===== src/dual_pll_clk_pkg.sv =====
// Constants, types and register map of the dual PLL clock block
// Summary of operation
// - PLL ratio is integer plus fraction/2^22
// - Both PLLs share one identical structure
// - Master pin select: input, A, B, oscillator
// - Aux pin select: tristate, A, B, oscillator
// - Receive mode: receiver drives PLL A multipliers
// - Receiver picks high, mid or 32k mode
// - Receive mode ignores PLL B output divider bits
// - Reset values suit a 12 MHz crystal
// - Output divider 2/4/8/12, doubled when set
// - Pre-divider passes or halves the oscillator
package dual_pll_clk_pkg;

  // Register port, field and receiver rate widths
  localparam int ADDR_W = 4;
  localparam int DATA_W = 9;
  localparam int FRAC_W = 22;
  localparam int INT_W  = 4;
  localparam int FS_W   = 17;

  // Register offsets
  localparam logic [ADDR_W-1:0] OFS_A_K_LO  = 4'h0;
  localparam logic [ADDR_W-1:0] OFS_A_K_MID = 4'h1;
  localparam logic [ADDR_W-1:0] OFS_A_N     = 4'h2;
  localparam logic [ADDR_W-1:0] OFS_A_CTRL  = 4'h3;
  localparam logic [ADDR_W-1:0] OFS_B_K_LO  = 4'h4;
  localparam logic [ADDR_W-1:0] OFS_B_K_MID = 4'h5;
  localparam logic [ADDR_W-1:0] OFS_B_N     = 4'h6;
  localparam logic [ADDR_W-1:0] OFS_B_CTRL  = 4'h7;
  localparam logic [ADDR_W-1:0] OFS_MODE    = 4'h8;
  localparam logic [ADDR_W-1:0] OFS_STATUS  = 4'h9;

  // Field positions
  localparam int PREDIV_BIT = 0;
  localparam int DOUBLE_BIT = 1;
  localparam int RANGE_LSB  = 3;
  localparam int MPIN_LSB   = 5;
  localparam int APIN_LSB   = 7;
  localparam int N_LSB      = 4;
  localparam int RXEN_BIT   = 0;

  // Reset values
  localparam logic              RST_PREDIV = 1'h0;
  localparam logic [INT_W-1:0]  RST_INT    = 4'h7;
  localparam logic [FRAC_W-1:0] RST_FRAC   = 22'h36fd21;
  localparam logic [1:0]        RST_RANGE  = 2'h2;
  localparam logic              RST_DOUBLE = 1'h0;
  localparam logic [1:0]        RST_MPIN   = 2'h0;
  localparam logic [1:0]        RST_APIN   = 2'h3;

  // Output divider base factors per range code
  localparam logic [4:0] DIV_R0 = 5'h02;
  localparam logic [4:0] DIV_R1 = 5'h04;
  localparam logic [4:0] DIV_R2 = 5'h08;
  localparam logic [4:0] DIV_R3 = 5'h0c;

  // Receiver sample rate windows in Hz, 1 percent tolerance
  localparam int TOL_PCT  = 1;
  localparam int FS_LO_HI = 88200 * (100 - TOL_PCT) / 100;
  localparam int FS_HI_HI = 96000 * (100 + TOL_PCT) / 100;
  localparam int FS_LO_MD = 44100 * (100 - TOL_PCT) / 100;
  localparam int FS_HI_MD = 48000 * (100 + TOL_PCT) / 100;
  localparam int FS_LO_LW = 32000 * (100 - TOL_PCT) / 100;
  localparam int FS_HI_LW = 32000 * (100 + TOL_PCT) / 100;

  // Divider ranges forced in receive mode
  localparam logic [1:0] RXA_RANGE_HI = 2'h0;
  localparam logic [1:0] RXA_RANGE_MD = 2'h1;
  localparam logic [1:0] RXA_RANGE_LW = 2'h2;
  localparam logic [1:0] RXB_RANGE    = 2'h0;
  localparam logic       RXB_DOUBLE   = 1'h0;

  // Pin source codes
  typedef enum logic [1:0] {
    SRC_OFF  = 2'b00,
    SRC_PLLA = 2'b01,
    SRC_PLLB = 2'b10,
    SRC_OSC  = 2'b11
  } src_sel_t;

  // Receiver clocking modes
  typedef enum logic [1:0] {
    RXM_NONE = 2'b00,
    RXM_HIGH = 2'b01,
    RXM_MID  = 2'b10,
    RXM_LOW  = 2'b11
  } rx_mode_t;

  // Pin switch states
  typedef enum logic [1:0] {
    SW_RUN    = 2'b00,
    SW_DRAIN  = 2'b01,
    SW_SETTLE = 2'b10
  } sw_state_t;

  // Software settings of one PLL
  typedef struct packed {
    logic              predivSel;
    logic [INT_W-1:0]  intMult;
    logic [FRAC_W-1:0] fracMult;
    logic [1:0]        divRange;
    logic              divDouble;
  } pll_cfg_t;

  // Settings driven to one analog PLL core
  typedef struct packed {
    logic [1:0]               preDivFactor;
    logic [INT_W+FRAC_W-1:0]  ratio;
    logic [4:0]               outDivFactor;
  } pll_drive_t;

endpackage : dual_pll_clk_pkg


===== src/dual_pll_clock_out_select.sv =====
// Dual PLL configuration, receive mode control and clock pin routing
//
// Our own choice: the address-and-strobe port.
`timescale 1ns/100ps
module dual_pll_clock_out_select (
  // Clock and reset
  input  wire logic                          sys_clk,
  input  wire logic                          rst,
  // Register port
  input  wire logic [3:0]                    regAddr,
  input  wire logic [8:0]                    regWrData,
  input  wire logic                          regWr,
  input  wire logic                          regRd,
  output logic [8:0]                         regRdData,
  // Clock sources, sampled levels
  input  wire logic                          oscRefClk,
  input  wire logic                          pllAOutClk,
  input  wire logic                          pllBOutClk,
  // Receiver
  input  wire logic [3:0]                    rxIntMult,
  input  wire logic [21:0]                   rxFracMult,
  input  wire logic [16:0]                   rxFsHz,
  input  wire logic                          rxFsValid,
  output dual_pll_clk_pkg::rx_mode_t         rxClkMode,
  // PLL core settings
  output dual_pll_clk_pkg::pll_drive_t       pllADrive,
  output dual_pll_clk_pkg::pll_drive_t       pllBDrive,
  // Master clock pin
  input  wire logic                          masterClkPinIn,
  output logic                               masterClkPinOut,
  output logic                               masterClkPinOeN,
  output logic                               mclkFromPin,
  // Auxiliary clock pin
  output logic                               auxClkPinOut,
  output logic                               auxClkPinOeN
);
  import dual_pll_clk_pkg::*;

  // Register state
  pll_cfg_t  pllACfg_reg;
  pll_cfg_t  pllACfg_next;
  pll_cfg_t  pllBCfg_reg;
  pll_cfg_t  pllBCfg_next;
  src_sel_t  masterSel_reg;
  src_sel_t  masterSel_next;
  src_sel_t  auxSel_reg;
  src_sel_t  auxSel_next;
  logic      rxEn_reg;
  logic      rxEn_next;
  logic [8:0] rdData_reg;
  logic [8:0] rdData_next;

  // Receiver mode state
  rx_mode_t  rxMode_reg;
  rx_mode_t  rxMode_next;
  logic [1:0] rxARange;

  // Pin switch state, index 0 master, 1 aux
  sw_state_t swState_reg [2];
  sw_state_t swState_next [2];
  src_sel_t  curSel_reg [2];
  src_sel_t  curSel_next [2];
  logic      pinOut_reg [2];
  logic      pinOut_next [2];
  logic      pinOeN_reg [2];
  logic      pinOeN_next [2];
  src_sel_t  reqSel [2];
  logic      mclkPin_reg;
  logic      mclkPin_next;

  // Register file writes
  always_comb begin
    pllACfg_next   = pllACfg_reg;
    pllBCfg_next   = pllBCfg_reg;
    masterSel_next = masterSel_reg;
    auxSel_next    = auxSel_reg;
    rxEn_next      = rxEn_reg;
    if (regWr) begin
      case (regAddr)
        OFS_A_K_LO:  pllACfg_next.fracMult[8:0]   = regWrData;
        OFS_A_K_MID: pllACfg_next.fracMult[17:9]  = regWrData;
        OFS_A_N: begin
          pllACfg_next.fracMult[21:18] = regWrData[3:0];
          pllACfg_next.intMult         = regWrData[N_LSB +: INT_W];
        end
        OFS_A_CTRL: begin
          pllACfg_next.predivSel = regWrData[PREDIV_BIT];
          pllACfg_next.divDouble = regWrData[DOUBLE_BIT];
          pllACfg_next.divRange  = regWrData[RANGE_LSB +: 2];
        end
        OFS_B_K_LO:  pllBCfg_next.fracMult[8:0]   = regWrData;
        OFS_B_K_MID: pllBCfg_next.fracMult[17:9]  = regWrData;
        OFS_B_N: begin
          pllBCfg_next.fracMult[21:18] = regWrData[3:0];
          pllBCfg_next.intMult         = regWrData[N_LSB +: INT_W];
        end
        OFS_B_CTRL: begin
          pllBCfg_next.predivSel = regWrData[PREDIV_BIT];
          pllBCfg_next.divDouble = regWrData[DOUBLE_BIT];
          pllBCfg_next.divRange  = regWrData[RANGE_LSB +: 2];
          masterSel_next = src_sel_t'(regWrData[MPIN_LSB +: 2]);
          auxSel_next    = src_sel_t'(regWrData[APIN_LSB +: 2]);
        end
        OFS_MODE:    rxEn_next = regWrData[RXEN_BIT];
        default:     rxEn_next = rxEn_reg;
      endcase
    end
  end

  // Register file reads, zero when no read
  always_comb begin
    rdData_next = 9'h000;
    if (regRd) begin
      case (regAddr)
        OFS_A_K_LO:  rdData_next = pllACfg_reg.fracMult[8:0];
        OFS_A_K_MID: rdData_next = pllACfg_reg.fracMult[17:9];
        OFS_A_N:     rdData_next = {1'b0, pllACfg_reg.intMult,
                                    pllACfg_reg.fracMult[21:18]};
        OFS_A_CTRL:  rdData_next = {4'h0, pllACfg_reg.divRange, 1'b0,
                                    pllACfg_reg.divDouble, pllACfg_reg.predivSel};
        OFS_B_K_LO:  rdData_next = pllBCfg_reg.fracMult[8:0];
        OFS_B_K_MID: rdData_next = pllBCfg_reg.fracMult[17:9];
        OFS_B_N:     rdData_next = {1'b0, pllBCfg_reg.intMult,
                                    pllBCfg_reg.fracMult[21:18]};
        OFS_B_CTRL:  rdData_next = {auxSel_reg, masterSel_reg, pllBCfg_reg.divRange,
                                    1'b0, pllBCfg_reg.divDouble,
                                    pllBCfg_reg.predivSel};
        OFS_MODE:    rdData_next = {8'h00, rxEn_reg};
        OFS_STATUS:  rdData_next = {7'h00, rxMode_reg};
        default:     rdData_next = 9'h000;
      endcase
    end
  end

  // Register file flops, reset for a 12 MHz crystal
  always_ff @(posedge sys_clk or posedge rst) begin
    if (rst) begin
      pllACfg_reg   <= '{RST_PREDIV, RST_INT, RST_FRAC, RST_RANGE, RST_DOUBLE};
      pllBCfg_reg   <= '{RST_PREDIV, RST_INT, RST_FRAC, RST_RANGE, RST_DOUBLE};
      masterSel_reg <= src_sel_t'(RST_MPIN);
      auxSel_reg    <= src_sel_t'(RST_APIN);
      rxEn_reg      <= 1'b0;
    end else begin
      pllACfg_reg   <= pllACfg_next;
      pllBCfg_reg   <= pllBCfg_next;
      masterSel_reg <= masterSel_next;
      auxSel_reg    <= auxSel_next;
      rxEn_reg      <= rxEn_next;
    end
  end

  // Read data flop, stands one cycle only
  always_ff @(posedge sys_clk or posedge rst) begin
    if (rst) begin
      rdData_reg <= 9'h000;
    end else begin
      rdData_reg <= rdData_next;
    end
  end

  // Classify the incoming sample rate
  always_comb begin
    rxMode_next = rxMode_reg;
    if (!rxEn_reg) begin
      rxMode_next = RXM_NONE;
    end else if (rxFsValid) begin
      if (rxFsHz >= FS_W'(FS_LO_HI) && rxFsHz <= FS_W'(FS_HI_HI)) begin
        rxMode_next = RXM_HIGH;
      end else if (rxFsHz >= FS_W'(FS_LO_MD) && rxFsHz <= FS_W'(FS_HI_MD)) begin
        rxMode_next = RXM_MID;
      end else if (rxFsHz >= FS_W'(FS_LO_LW) && rxFsHz <= FS_W'(FS_HI_LW)) begin
        rxMode_next = RXM_LOW;
      end else begin
        rxMode_next = RXM_NONE;
      end
    end
  end

  // PLL A divider range per receiver mode
  always_comb begin
    case (rxMode_reg)
      RXM_HIGH: rxARange = RXA_RANGE_HI;
      RXM_MID:  rxARange = RXA_RANGE_MD;
      RXM_LOW:  rxARange = RXA_RANGE_LW;
      default:  rxARange = pllACfg_reg.divRange;
    endcase
  end

  // Receiver mode flop
  always_ff @(posedge sys_clk or posedge rst) begin
    if (rst) begin
      rxMode_reg <= RXM_NONE;
    end else begin
      rxMode_reg <= rxMode_next;
    end
  end

  // PLL A, multipliers owned by the receiver in receive mode
  pll_cfg_path u_pll_a (
    .sys_clk  (sys_clk),
    .rst      (rst),
    .cfgUser  (pllACfg_reg),
    .multOwn  (rxEn_reg),
    .rxInt    (rxIntMult),
    .rxFrac   (rxFracMult),
    .divOwn   (rxEn_reg),
    .rxRange  (rxARange),
    .rxDouble (pllACfg_reg.divDouble),
    .drive    (pllADrive)
  );

  // PLL B, output divider fixed in receive mode
  pll_cfg_path u_pll_b (
    .sys_clk  (sys_clk),
    .rst      (rst),
    .cfgUser  (pllBCfg_reg),
    .multOwn  (1'b0),
    .rxInt    (pllBCfg_reg.intMult),
    .rxFrac   (pllBCfg_reg.fracMult),
    .divOwn   (rxEn_reg),
    .rxRange  (RXB_RANGE),
    .rxDouble (RXB_DOUBLE),
    .drive    (pllBDrive)
  );

  // Requested source per pin
  assign reqSel[0] = masterSel_reg;
  assign reqSel[1] = auxSel_reg;

  // Glitch free source switch, one per pin
  for (genvar g = 0; g < 2; g++) begin : g_pin
    logic srcLvl;

    // Level of the currently selected source
    always_comb begin
      case (curSel_reg[g])
        SRC_PLLA: srcLvl = pllAOutClk;
        SRC_PLLB: srcLvl = pllBOutClk;
        SRC_OSC:  srcLvl = oscRefClk;
        default:  srcLvl = 1'b0;
      endcase
    end

    // Drain old source low, then wait for new source low
    always_comb begin
      swState_next[g] = swState_reg[g];
      curSel_next[g]  = curSel_reg[g];
      pinOut_next[g]  = srcLvl;
      case (swState_reg[g])
        SW_RUN: begin
          if (reqSel[g] != curSel_reg[g]) begin
            swState_next[g] = SW_DRAIN;
          end
        end
        SW_DRAIN: begin
          if (!srcLvl) begin
            curSel_next[g]  = reqSel[g];
            swState_next[g] = SW_SETTLE;
          end
        end
        SW_SETTLE: begin
          pinOut_next[g] = 1'b0;
          if (!srcLvl) begin
            swState_next[g] = SW_RUN;
          end
        end
        default: swState_next[g] = SW_RUN;
      endcase
      pinOeN_next[g] = (curSel_next[g] == SRC_OFF);
    end

    // Pin switch flops, reset selections already in place
    always_ff @(posedge sys_clk or posedge rst) begin
      if (rst) begin
        swState_reg[g] <= SW_RUN;
        curSel_reg[g]  <= (g == 0) ? src_sel_t'(RST_MPIN) : src_sel_t'(RST_APIN);
        pinOut_reg[g]  <= 1'b0;
        pinOeN_reg[g]  <= (g == 0) ? (RST_MPIN == SRC_OFF) : (RST_APIN == SRC_OFF);
      end else begin
        swState_reg[g] <= swState_next[g];
        curSel_reg[g]  <= curSel_next[g];
        pinOut_reg[g]  <= pinOut_next[g];
        pinOeN_reg[g]  <= pinOeN_next[g];
      end
    end
  end

  // Master pin as input feeds the internal clock
  always_comb begin
    mclkPin_next = (curSel_reg[0] == SRC_OFF) ? masterClkPinIn : 1'b0;
  end

  // Input capture flop
  always_ff @(posedge sys_clk or posedge rst) begin
    if (rst) begin
      mclkPin_reg <= 1'b0;
    end else begin
      mclkPin_reg <= mclkPin_next;
    end
  end

  // Outputs straight from flops
  assign regRdData       = rdData_reg;
  assign rxClkMode       = rxMode_reg;
  assign masterClkPinOut = pinOut_reg[0];
  assign masterClkPinOeN = pinOeN_reg[0];
  assign auxClkPinOut    = pinOut_reg[1];
  assign auxClkPinOeN    = pinOeN_reg[1];
  assign mclkFromPin     = mclkPin_reg;

endmodule : dual_pll_clock_out_select


===== src/pll_cfg_path.sv =====
// One PLL configuration path, identical for both PLLs
`timescale 1ns/100ps
module pll_cfg_path (
  // Clock and reset
  input  wire logic                          sys_clk,
  input  wire logic                          rst,
  // Software settings
  input  wire dual_pll_clk_pkg::pll_cfg_t    cfgUser,
  // Receiver overrides
  input  wire logic                          multOwn,
  input  wire logic [3:0]                    rxInt,
  input  wire logic [21:0]                   rxFrac,
  input  wire logic                          divOwn,
  input  wire logic [1:0]                    rxRange,
  input  wire logic                          rxDouble,
  // Core settings
  output dual_pll_clk_pkg::pll_drive_t       drive
);
  import dual_pll_clk_pkg::*;

  pll_cfg_t   eff;
  logic [4:0] baseDiv;
  pll_drive_t drive_reg;
  pll_drive_t drive_next;

  // Pick effective settings and decode them
  always_comb begin
    eff = cfgUser;
    if (multOwn) begin
      eff.intMult  = rxInt;
      eff.fracMult = rxFrac;
    end
    if (divOwn) begin
      eff.divRange  = rxRange;
      eff.divDouble = rxDouble;
    end
    case (eff.divRange)
      2'h0:    baseDiv = DIV_R0;
      2'h1:    baseDiv = DIV_R1;
      2'h2:    baseDiv = DIV_R2;
      default: baseDiv = DIV_R3;
    endcase
    drive_next.preDivFactor = eff.predivSel ? 2'h2 : 2'h1;
    drive_next.ratio        = {eff.intMult, eff.fracMult};
    drive_next.outDivFactor = eff.divDouble ? {baseDiv[3:0], 1'b0} : baseDiv;
  end

  // Register the decoded settings
  always_ff @(posedge sys_clk or posedge rst) begin
    if (rst) begin
      drive_reg <= '0;
    end else begin
      drive_reg <= drive_next;
    end
  end

  assign drive = drive_reg;

endmodule : pll_cfg_path


===== config.mk =====
export PLATFORM = sky130hd
export DESIGN_NAME = dual_pll_clock_out_select
export DESIGN_NICKNAME = d
export VERILOG_FILES = /design/src/dual_pll_clk_pkg.sv /design/src/dual_pll_clock_out_select.sv /design/src/pll_cfg_path.sv
export SDC_FILE = /design/constraint.sdc
export NUM_CORES = 1
export LEC_CHECK = 0
export BUFFER_PORTS_ARGS = -buffer_cell sky130_fd_sc_hd__buf_2
export CAP_MARGIN = 30
export CELL_PAD_IN_SITES_DETAIL_PLACEMENT = 0
export CELL_PAD_IN_SITES_GLOBAL_PLACEMENT = 2
export CORE_MARGIN = 2
export CORE_UTILIZATION = 37
export CTS_CLUSTER_SIZE = 20
export DETAILED_ROUTE_END_ITERATION = 12
export PLACE_DENSITY = 0.92
export SLEW_MARGIN = 20
export SYNTH_ARGS = -nofsm -noshare
export SYNTH_HDL_FRONTEND = slang
export SYNTH_HIERARCHICAL = 1
export SYNTH_SLANG_ARGS = --single-unit

===== constraint.sdc =====
create_clock -name sys_clk -period 3.34 [get_ports sys_clk]
set_input_delay 0.334 -clock sys_clk [delete_from_list [all_inputs] [get_ports sys_clk]]
set_output_delay 0.334 -clock sys_clk [all_outputs]
set_load 0.005 [all_outputs]

==> results.md, run 1 <==
- Yosys synthesis warning count: 6
- Drt wl/cell: 18.9 um
- Reg-to-Reg End: auxClkPinOeN$_DFF_PP0_
- Met2 wire len: 8.37 mm
- Post-synth EDFFs: 0
- Syn Inst Count: 530
- Routed wl met3: 1.09 mm
- Synth Register Bits: 153
- Worst skew pair latency: 0.43 ns
- Total Routing Usage GR: 18.2%
- Synth Area in Simple Gates: 8.05%
- Main area contributors after synthesis: dfrtp_1 40%, dfstp_2 14%, mux2_2 13%
- Largest net degree at the start of global routing: 47
- # clock sinks: 153
- Setup crit start kind: input port
- Post-synthesis compound-gate area fraction: 8.60%
- Metal-1 WL: 7.82 mm
- Final Skew: 0.00905 ns
- Pre-antenna DRT Iters: 4
- Die width: 142 um
- Setup TNS Final: 0 ns
- Post-Synthesis Cell Area: 7070 sq um
- Grt ovf: 0
- Num CTS Buffers: 17
- Routed Antenna Nets: 0
- Worst rel slew slack: 49.0%
- Setup violations, final: 0
- Critical path class: input port to register
- PD cells: 690 nW/um^2
- TritonCTS clock tree: yes
- CTS resizes: 0
- Post-synthesis mux area share: 24.5%
- Top sig layer: met5
- Period minus WS final: 1.80 ns
- R2r setup slk: 1.55 ns
- PortBufs: 144
- R2r worst-path depth: 5
- Nets@finish: 749
- CORE AREA: 18,700 sq um
- Clock slew at reported path FFs: 0.06 ns
- CP required: 3.65 ns
- RSZ-0062 raised after global routing: false
- Leakage: 3.91 nW
- CP arrival: 2.11 ns
- Post-synthesis cell type count: 66
- Status: finished, final reports clean
- Root Buffer: clkbuf_16
- Commonest non-fill, non-tap cell in the layout: buf_2
- Most frequent cells in the layout: 144 x buf_2, 113 x dfrtp_1, 84 x mux2_2
- Critical path peak fanout: 27
- DR vias: 4,847
- Global-route wire length before repair: 28.0 mm
- Largest family of logic cells by synthesized area: multiplexers
- Mean post-synth cell area: 13.3 sq um
- Crit path from: regAddr[2]
- Area delta synth->final: 20.4%
- Io pins: 147
- Vias in the first global route: 5,015
- Max-slew violations: 0
- Placement Rows: 50
- Peak supply drop: 0.369 mV
- Die Y: 142 um
- Initial Util: 37.8%
- Iter 0 DRT Violations: 275
- Worst slew pin tran: 0.765 ns
- Period Utilization, post-route: 54.0%
- Die area: 20,200 sq um
- RD Place Congestion: 0.871
- Synth Area in Adders: 0%
- Register area share after synthesis: 54.9%
- Fill count: 1,729
- Final Hold Viols: 0
- Top_reg_cell synth: dfrtp_1
- Hold Crit Class: input port to async pin
- Share of cells above drive strength 1: 50.9%
- Max Buffers Root-to-Sink: 2
- Area leader, netlist: dfrtp_1
- Number of vias per cell: 5.21
- Post-CTS Setup Bufs: 0
- Hpwl dp: 13.1 mm
- R2r startpoint: curSel_reg[1]$_DFF_PP1_
- Drt drc: 0
- Top-area cell type share of the netlist area: 40.4%
- Max Clock Freq: 555 MHz
- Ys async rst share: 100%
- XOR/XNOR Fraction of Synth Area: 0.496%
- Number of H-tree levels: 4
- Initial antenna violation count: 2
- Design Power: 5.87 mW
- Max cap viols: 0
- # diodes: 0
- Post-Route WL: 17.6 mm
- Cts hold-fix bufs: 0
- Crit. End Element: register
==> area by class of cell <==
type                       count  area, sq um  share of cell area (%)
inverter                      10         38.8                   0.456
clock buffer                  19          443                    5.21
timing repair buffer         148          763                    8.97
tap                          234          293                    3.44
clock inverter                13         98.8                    1.16
multi-input combinational    354         2990                    35.2
sequential                   153         3880                    45.6
==> metrics by stage <==
step | hold WS (ns) | area (sq um) | std cells | worst slack [ns] | utilization [%]
detailed placement | 0.449 | 7970 | 899 | 1.09 | 42.6
finish | 0.00993 | 8510 | 931 | 1.54 | 45.5
floorplan | 0.383 | 7110 | 540 | 0.764 | -
global route | 0.0359 | 8510 | 931 | 1.42 | 45.5
CTS | 0.0191 | 8510 | 931 | 1.53 | 45.5
global placement | 0.439 | 7970 | 899 | 1.27 | 42.6
==> power by group <==
part	internal, mW	leakage [nW]	switching [mW]
clock network	0.973	0.260	0.788
registers	2.42	1.82	0.384
logic	0.771	1.83	0.535
total	4.16	3.91	1.71
==> routing by layer <==
metal | GRT usage, % | up-vias
met5 | 0 | -
met4 | 6.05 | 4
met3 | 5.35 | 24
met2 | 28.9 | 168
met1 | 23.9 | 2410
li1 | - | 2241
==> kinds of logic (layout without fill, tap and decap cells) <==
| logic type | count (synthesis) | after routing |
|---|---|---|
| buffers and inverters | 33 | 190 |
| AOI/OAI and AO/OA | 88 | 88 |
| DFF | 153 | 153 |
| other | 3 | 13 |
| and+or+nand+nor | 109 | 109 |
| muxes | 140 | 140 |
| xor gates and xnor gates | 4 | 4 |
==> worst max-delay path by stage <==
stage	depth (start not counted)	to	slack, ns
global placement	4	pllBCfg_reg[28]$_DFFE_PP0P_	1.27
finish	4	pllBCfg_reg[22]$_DFFE_PP0P_	1.54
detailed placement	4	pllBCfg_reg[22]$_DFFE_PP0P_	1.09
floorplan	1	auxClkPinOeN$_DFF_PP0_	0.76
CTS	5	auxClkPinOeN$_DFF_PP0_	1.53
global route	5	auxClkPinOeN$_DFF_PP0_	1.42
==> synth_stat cells, drive strengths merged, types with 3 or more instances <==
cell / count
mux2i: 14
dfrtp: 114
o41ai: 3
clkbuf: 6
a32oi: 3
a31oi: 4
buf: 17
a21o: 4
o21ai: 10
a211oi: 7
nand3: 10
inv: 9
a21oi: 23
nor3: 7
nand3b: 4
nor3b: 4
xnor2: 4
a22oi: 5
a22o: 6
nand4: 3
o22ai: 3
mux2: 124
dfstp: 39
nor2: 27
conb: 3
nand2: 29
and3: 4
nor2b: 8
o211ai: 3
==> worst max-delay path, cell delays in order <==
cell     delay [ns]
buf_2          0.40
nand3_1        0.27
nor3b_2        0.68
mux2_2         0.42
(Power assumes the default switching activity.)
==> run 2: changes to the inputs <==
clock period = 1.7 ns   (was 3.34 ns; I/O delays follow)
==> run 2 against run 1 <==
Against the previous run:
- cell area up 6.5%
- non-clock buffer count is 51 higher
- clock power is 110% higher
- critical endpoint is now auxClkPinOeN$_DFF_PP0_
- worst hold slack better by 0.070 ns
- combinational power up 110%
- final cell count is 5.5% higher
- power increased by 100%
- wire length is 0.30% higher
- critical path depth rose by 1
- highest routed layer is now met4
- via count is 5.0% higher
- clock-buffer cell count shrank 2
- global-route usage is essentially flat
==> results.md, run 2 (synthesis results as in run 1) <==
- Hpwl dp: 13.1 mm (about the same)
- Max-slew violations: 0 (unchanged)
- Area delta synth->final: 28.3% (was 20.4%)
- Die area: 20,200 sq um (unchanged)
- Num CTS Buffers: 17 (unchanged)
- CORE AREA: 18,700 sq um (unchanged)
- Worst slew pin tran: 0.767 ns (was 0.765 ns)
- Crit. End Element: register (unchanged)
- Critical path class: register to register (was input port to register)
- Io pins: 147 (unchanged)
- RSZ-0062 raised after global routing: true (was false)
- DR vias: 5,089 (was 4,847)
- Initial antenna violation count: 0 (was 2)
- TritonCTS clock tree: yes (unchanged)
- Nets@finish: 800 (was 749)
- Die Y: 142 um (unchanged)
- Worst skew pair latency: 0.43 ns (about the same)
- # diodes: 0 (unchanged)
- Setup TNS Final: 0 ns (unchanged)
- Reg-to-Reg End: auxClkPinOeN$_DFF_PP0_ (unchanged)
- Number of cells on the critical path: 5 (was 4)
- Crit path from: curSel_reg[1]$_DFF_PP1_ (was regAddr[2])
- RD Place Congestion: 0.938 (was 0.871)
- Crit path buf inv count: 0 (was 1)
- Period Utilization, post-route: 98.9%
- R2r setup slk: 0.02 ns (was 1.55 ns)
- Area of the multi-input gates: 3010 sq um (was 2990 sq um)
- PortBufs: 144 (unchanged)
- Period minus WS final: 1.68 ns
- Peak supply drop: 0.865 mV (was 0.369 mV)
- Hold Crit Class: input port to register (was input port to async pin)
- Clock slew at reported path FFs: 0.06 ns (about the same)
- Vias in the first global route: 5,252 (was 5,015)
- Max Clock Freq: 595 MHz
- Critical-path top delay cell: dfstp_2 (was nor3b_2)
- Leakage: 4.17 nW (was 3.91 nW)
- Routed Antenna Nets: 0 (unchanged)
- Max Buffers Root-to-Sink: 2 (unchanged)
- Final Skew: 0.0116 ns (was 0.00905 ns)
- Global-route wire length before repair: 28.0 mm (about the same)
- Root Buffer: clkbuf_16 (unchanged)
- Setup crit start kind: register (was input port)
- Share of cells above drive strength 1: 50.8% (was 50.9%)
- Most frequent CP cell: mux2i_1
- CP cell instances: mux2i_1 > mux2i_1 > nor3_2 > mux2_4 > nor2_2 (was buf_2 > nand3_1 > nor3b_2 > mux2_2)
- Critical path peak fanout: 3 (was 27)
- Most frequent cells in the layout: 144 x buf_2, 113 x dfrtp_1, 82 x mux2_2 (was 144 x buf_2, 113 x dfrtp_1, 84 x mux2_2)
- PD cells: 1330 nW/um^2 (was 690 nW/um^2)
- Worst setup path endpoint: auxClkPinOeN$_DFF_PP0_ (was pllBCfg_reg[22]$_DFFE_PP0P_)
- Total Routing Usage GR: 18.2% (about the same)
- Top Family by Delay on Critical Path: multiplexers (was simple AND/OR/NAND/NOR gates)
- R2r startpoint: curSel_reg[1]$_DFF_PP1_ (unchanged)
- Iter 0 DRT Violations: 234 (was 275)
- FF/Latch Area: 3880 sq um (unchanged)
- Drt drc: 0 (unchanged)
- R2r worst-path depth: 5 (unchanged)
- Die width: 142 um (unchanged)
- Grt ovf: 0 (unchanged)
- Commonest non-fill, non-tap cell in the layout: buf_2 (unchanged)
- Fill count: 1,667 (was 1,729)
- Pre-antenna DRT Iters: 4 (unchanged)
- Status: finished, final reports clean (unchanged)
- Number of H-tree levels: 4 (unchanged)
- CP required: 2.07 ns (was 3.65 ns)
- Drt wl/cell: 18.0 um (was 18.9 um)
- # clock sinks: 153 (unchanged)
- Placement Rows: 50 (unchanged)
- Initial Util: 37.8% (unchanged)
- Final Hold Viols: 0 (unchanged)
- Slowest cell delay on critical path: 0.53 ns (was 0.68 ns)
- Number of vias per cell: 5.18 (was 5.21)
- Post-Route WL: 17.7 mm (was 17.6 mm)
- Design Power: 12.0 mW (was 5.87 mW)
- Max cap viols: 0 (unchanged)
- CP arrival: 2.05 ns (was 2.11 ns)
- Worst rel slew slack: 48.3% (was 49.0%)
- Largest net degree at the start of global routing: 90 (was 47)
- Setup violations, final: 0 (unchanged)
[run 2: changes by cell type in the layout (fill, tap and decap cells not counted), moves of 2 or more]
cell,previous run,this run
dlygate4sd3_1,0,30
buf_4,3,22
clkinv_2,4,1
buf_12,1,3
bufinv_16,0,2
clkinv_4,5,3
clkinvlp_4,3,5
inv_6,2,4
mux2_2,84,82
mux2_4,40,42
nor3_1,6,4
nor3_2,1,3
[run 2: cell type report]
class,count,share of cell area [%]
Sequential cell,153,42.8
Multi-Input combinational cell,354,33.2
Timing Repair Buffer,199,13.7
Clock buffer,17,4.69
Tap cell,234,3.23
Clock inverter,15,1.85
Inverter,10,0.455
[run 2: metrics by stage]
stage	instances	util [%]	hold WS, ns	area (sq um)	setup slack, ns
after floorplan	540	-	0.266	7110	0.0819
after global placement	919	43.5	0.306	8140	0.0569
after detailed placement	919	43.5	0.314	8140	-0.0386
after CTS	981	48.3	0.0539	9040	0.0526
after global routing	982	48.5	0.0640	9060	-0.0572
final	982	48.5	0.0802	9060	0.0183
[run 2: worst min path at each step]
stage	startpoint	end	depth (start not counted)
2_1_floorplan	rxFsValid	rxClkMode[0]$_DFFE_PP0P_	1
3_3_place_gp	rst	u_pll_b/drive[18]$_DFF_PP0_	3
3_5_place_dp	rst	u_pll_b/drive[27]$_DFF_PP0_	3
4_1_cts	regWrData[8]	auxSel_reg[1]$_DFFE_PP1P_	2
5_1_grt	regWrData[8]	pllACfg_reg[11]$_DFFE_PP1P_	2
6_report	regWrData[8]	auxSel_reg[1]$_DFFE_PP1P_	2
[run 2: what timing repair did]
item | in CTS | in global routing
resized for setup | 1 | 4
hold buffers | 30 | 0
pin swaps | 0 | 2
endpoints found under the hold margin | 143 | 0
setup endpoints to repair | 1 | 4
setup buffers | 0 | 1
[run 2: worst reg2reg max path, cell delays in order, from the launching register on]
cell and delay [ns]:
dfstp_2 0.53, mux2i_1 0.17, mux2i_1 0.14, nor3_2 0.33
mux2_4 0.35, nor2_2 0.10
[run 2: power breakdown]
group / total [mW] / switching [mW] / internal [mW]
Combinational: 2.81 / 1.14 / 1.67
Clock: 3.76 / 1.57 / 2.19
Sequential: 5.46 / 0.705 / 4.75
[run 2: metal layers]
layer  vias up  global-route usage (%)  share of wire [%]
li1       2343                       -                  -
met4         0                    8.16                2.9
met2       197                    29.7                 48
met5         -                       0                  0
met3        40                    4.51                5.8
met1      2509                    23.0                 43
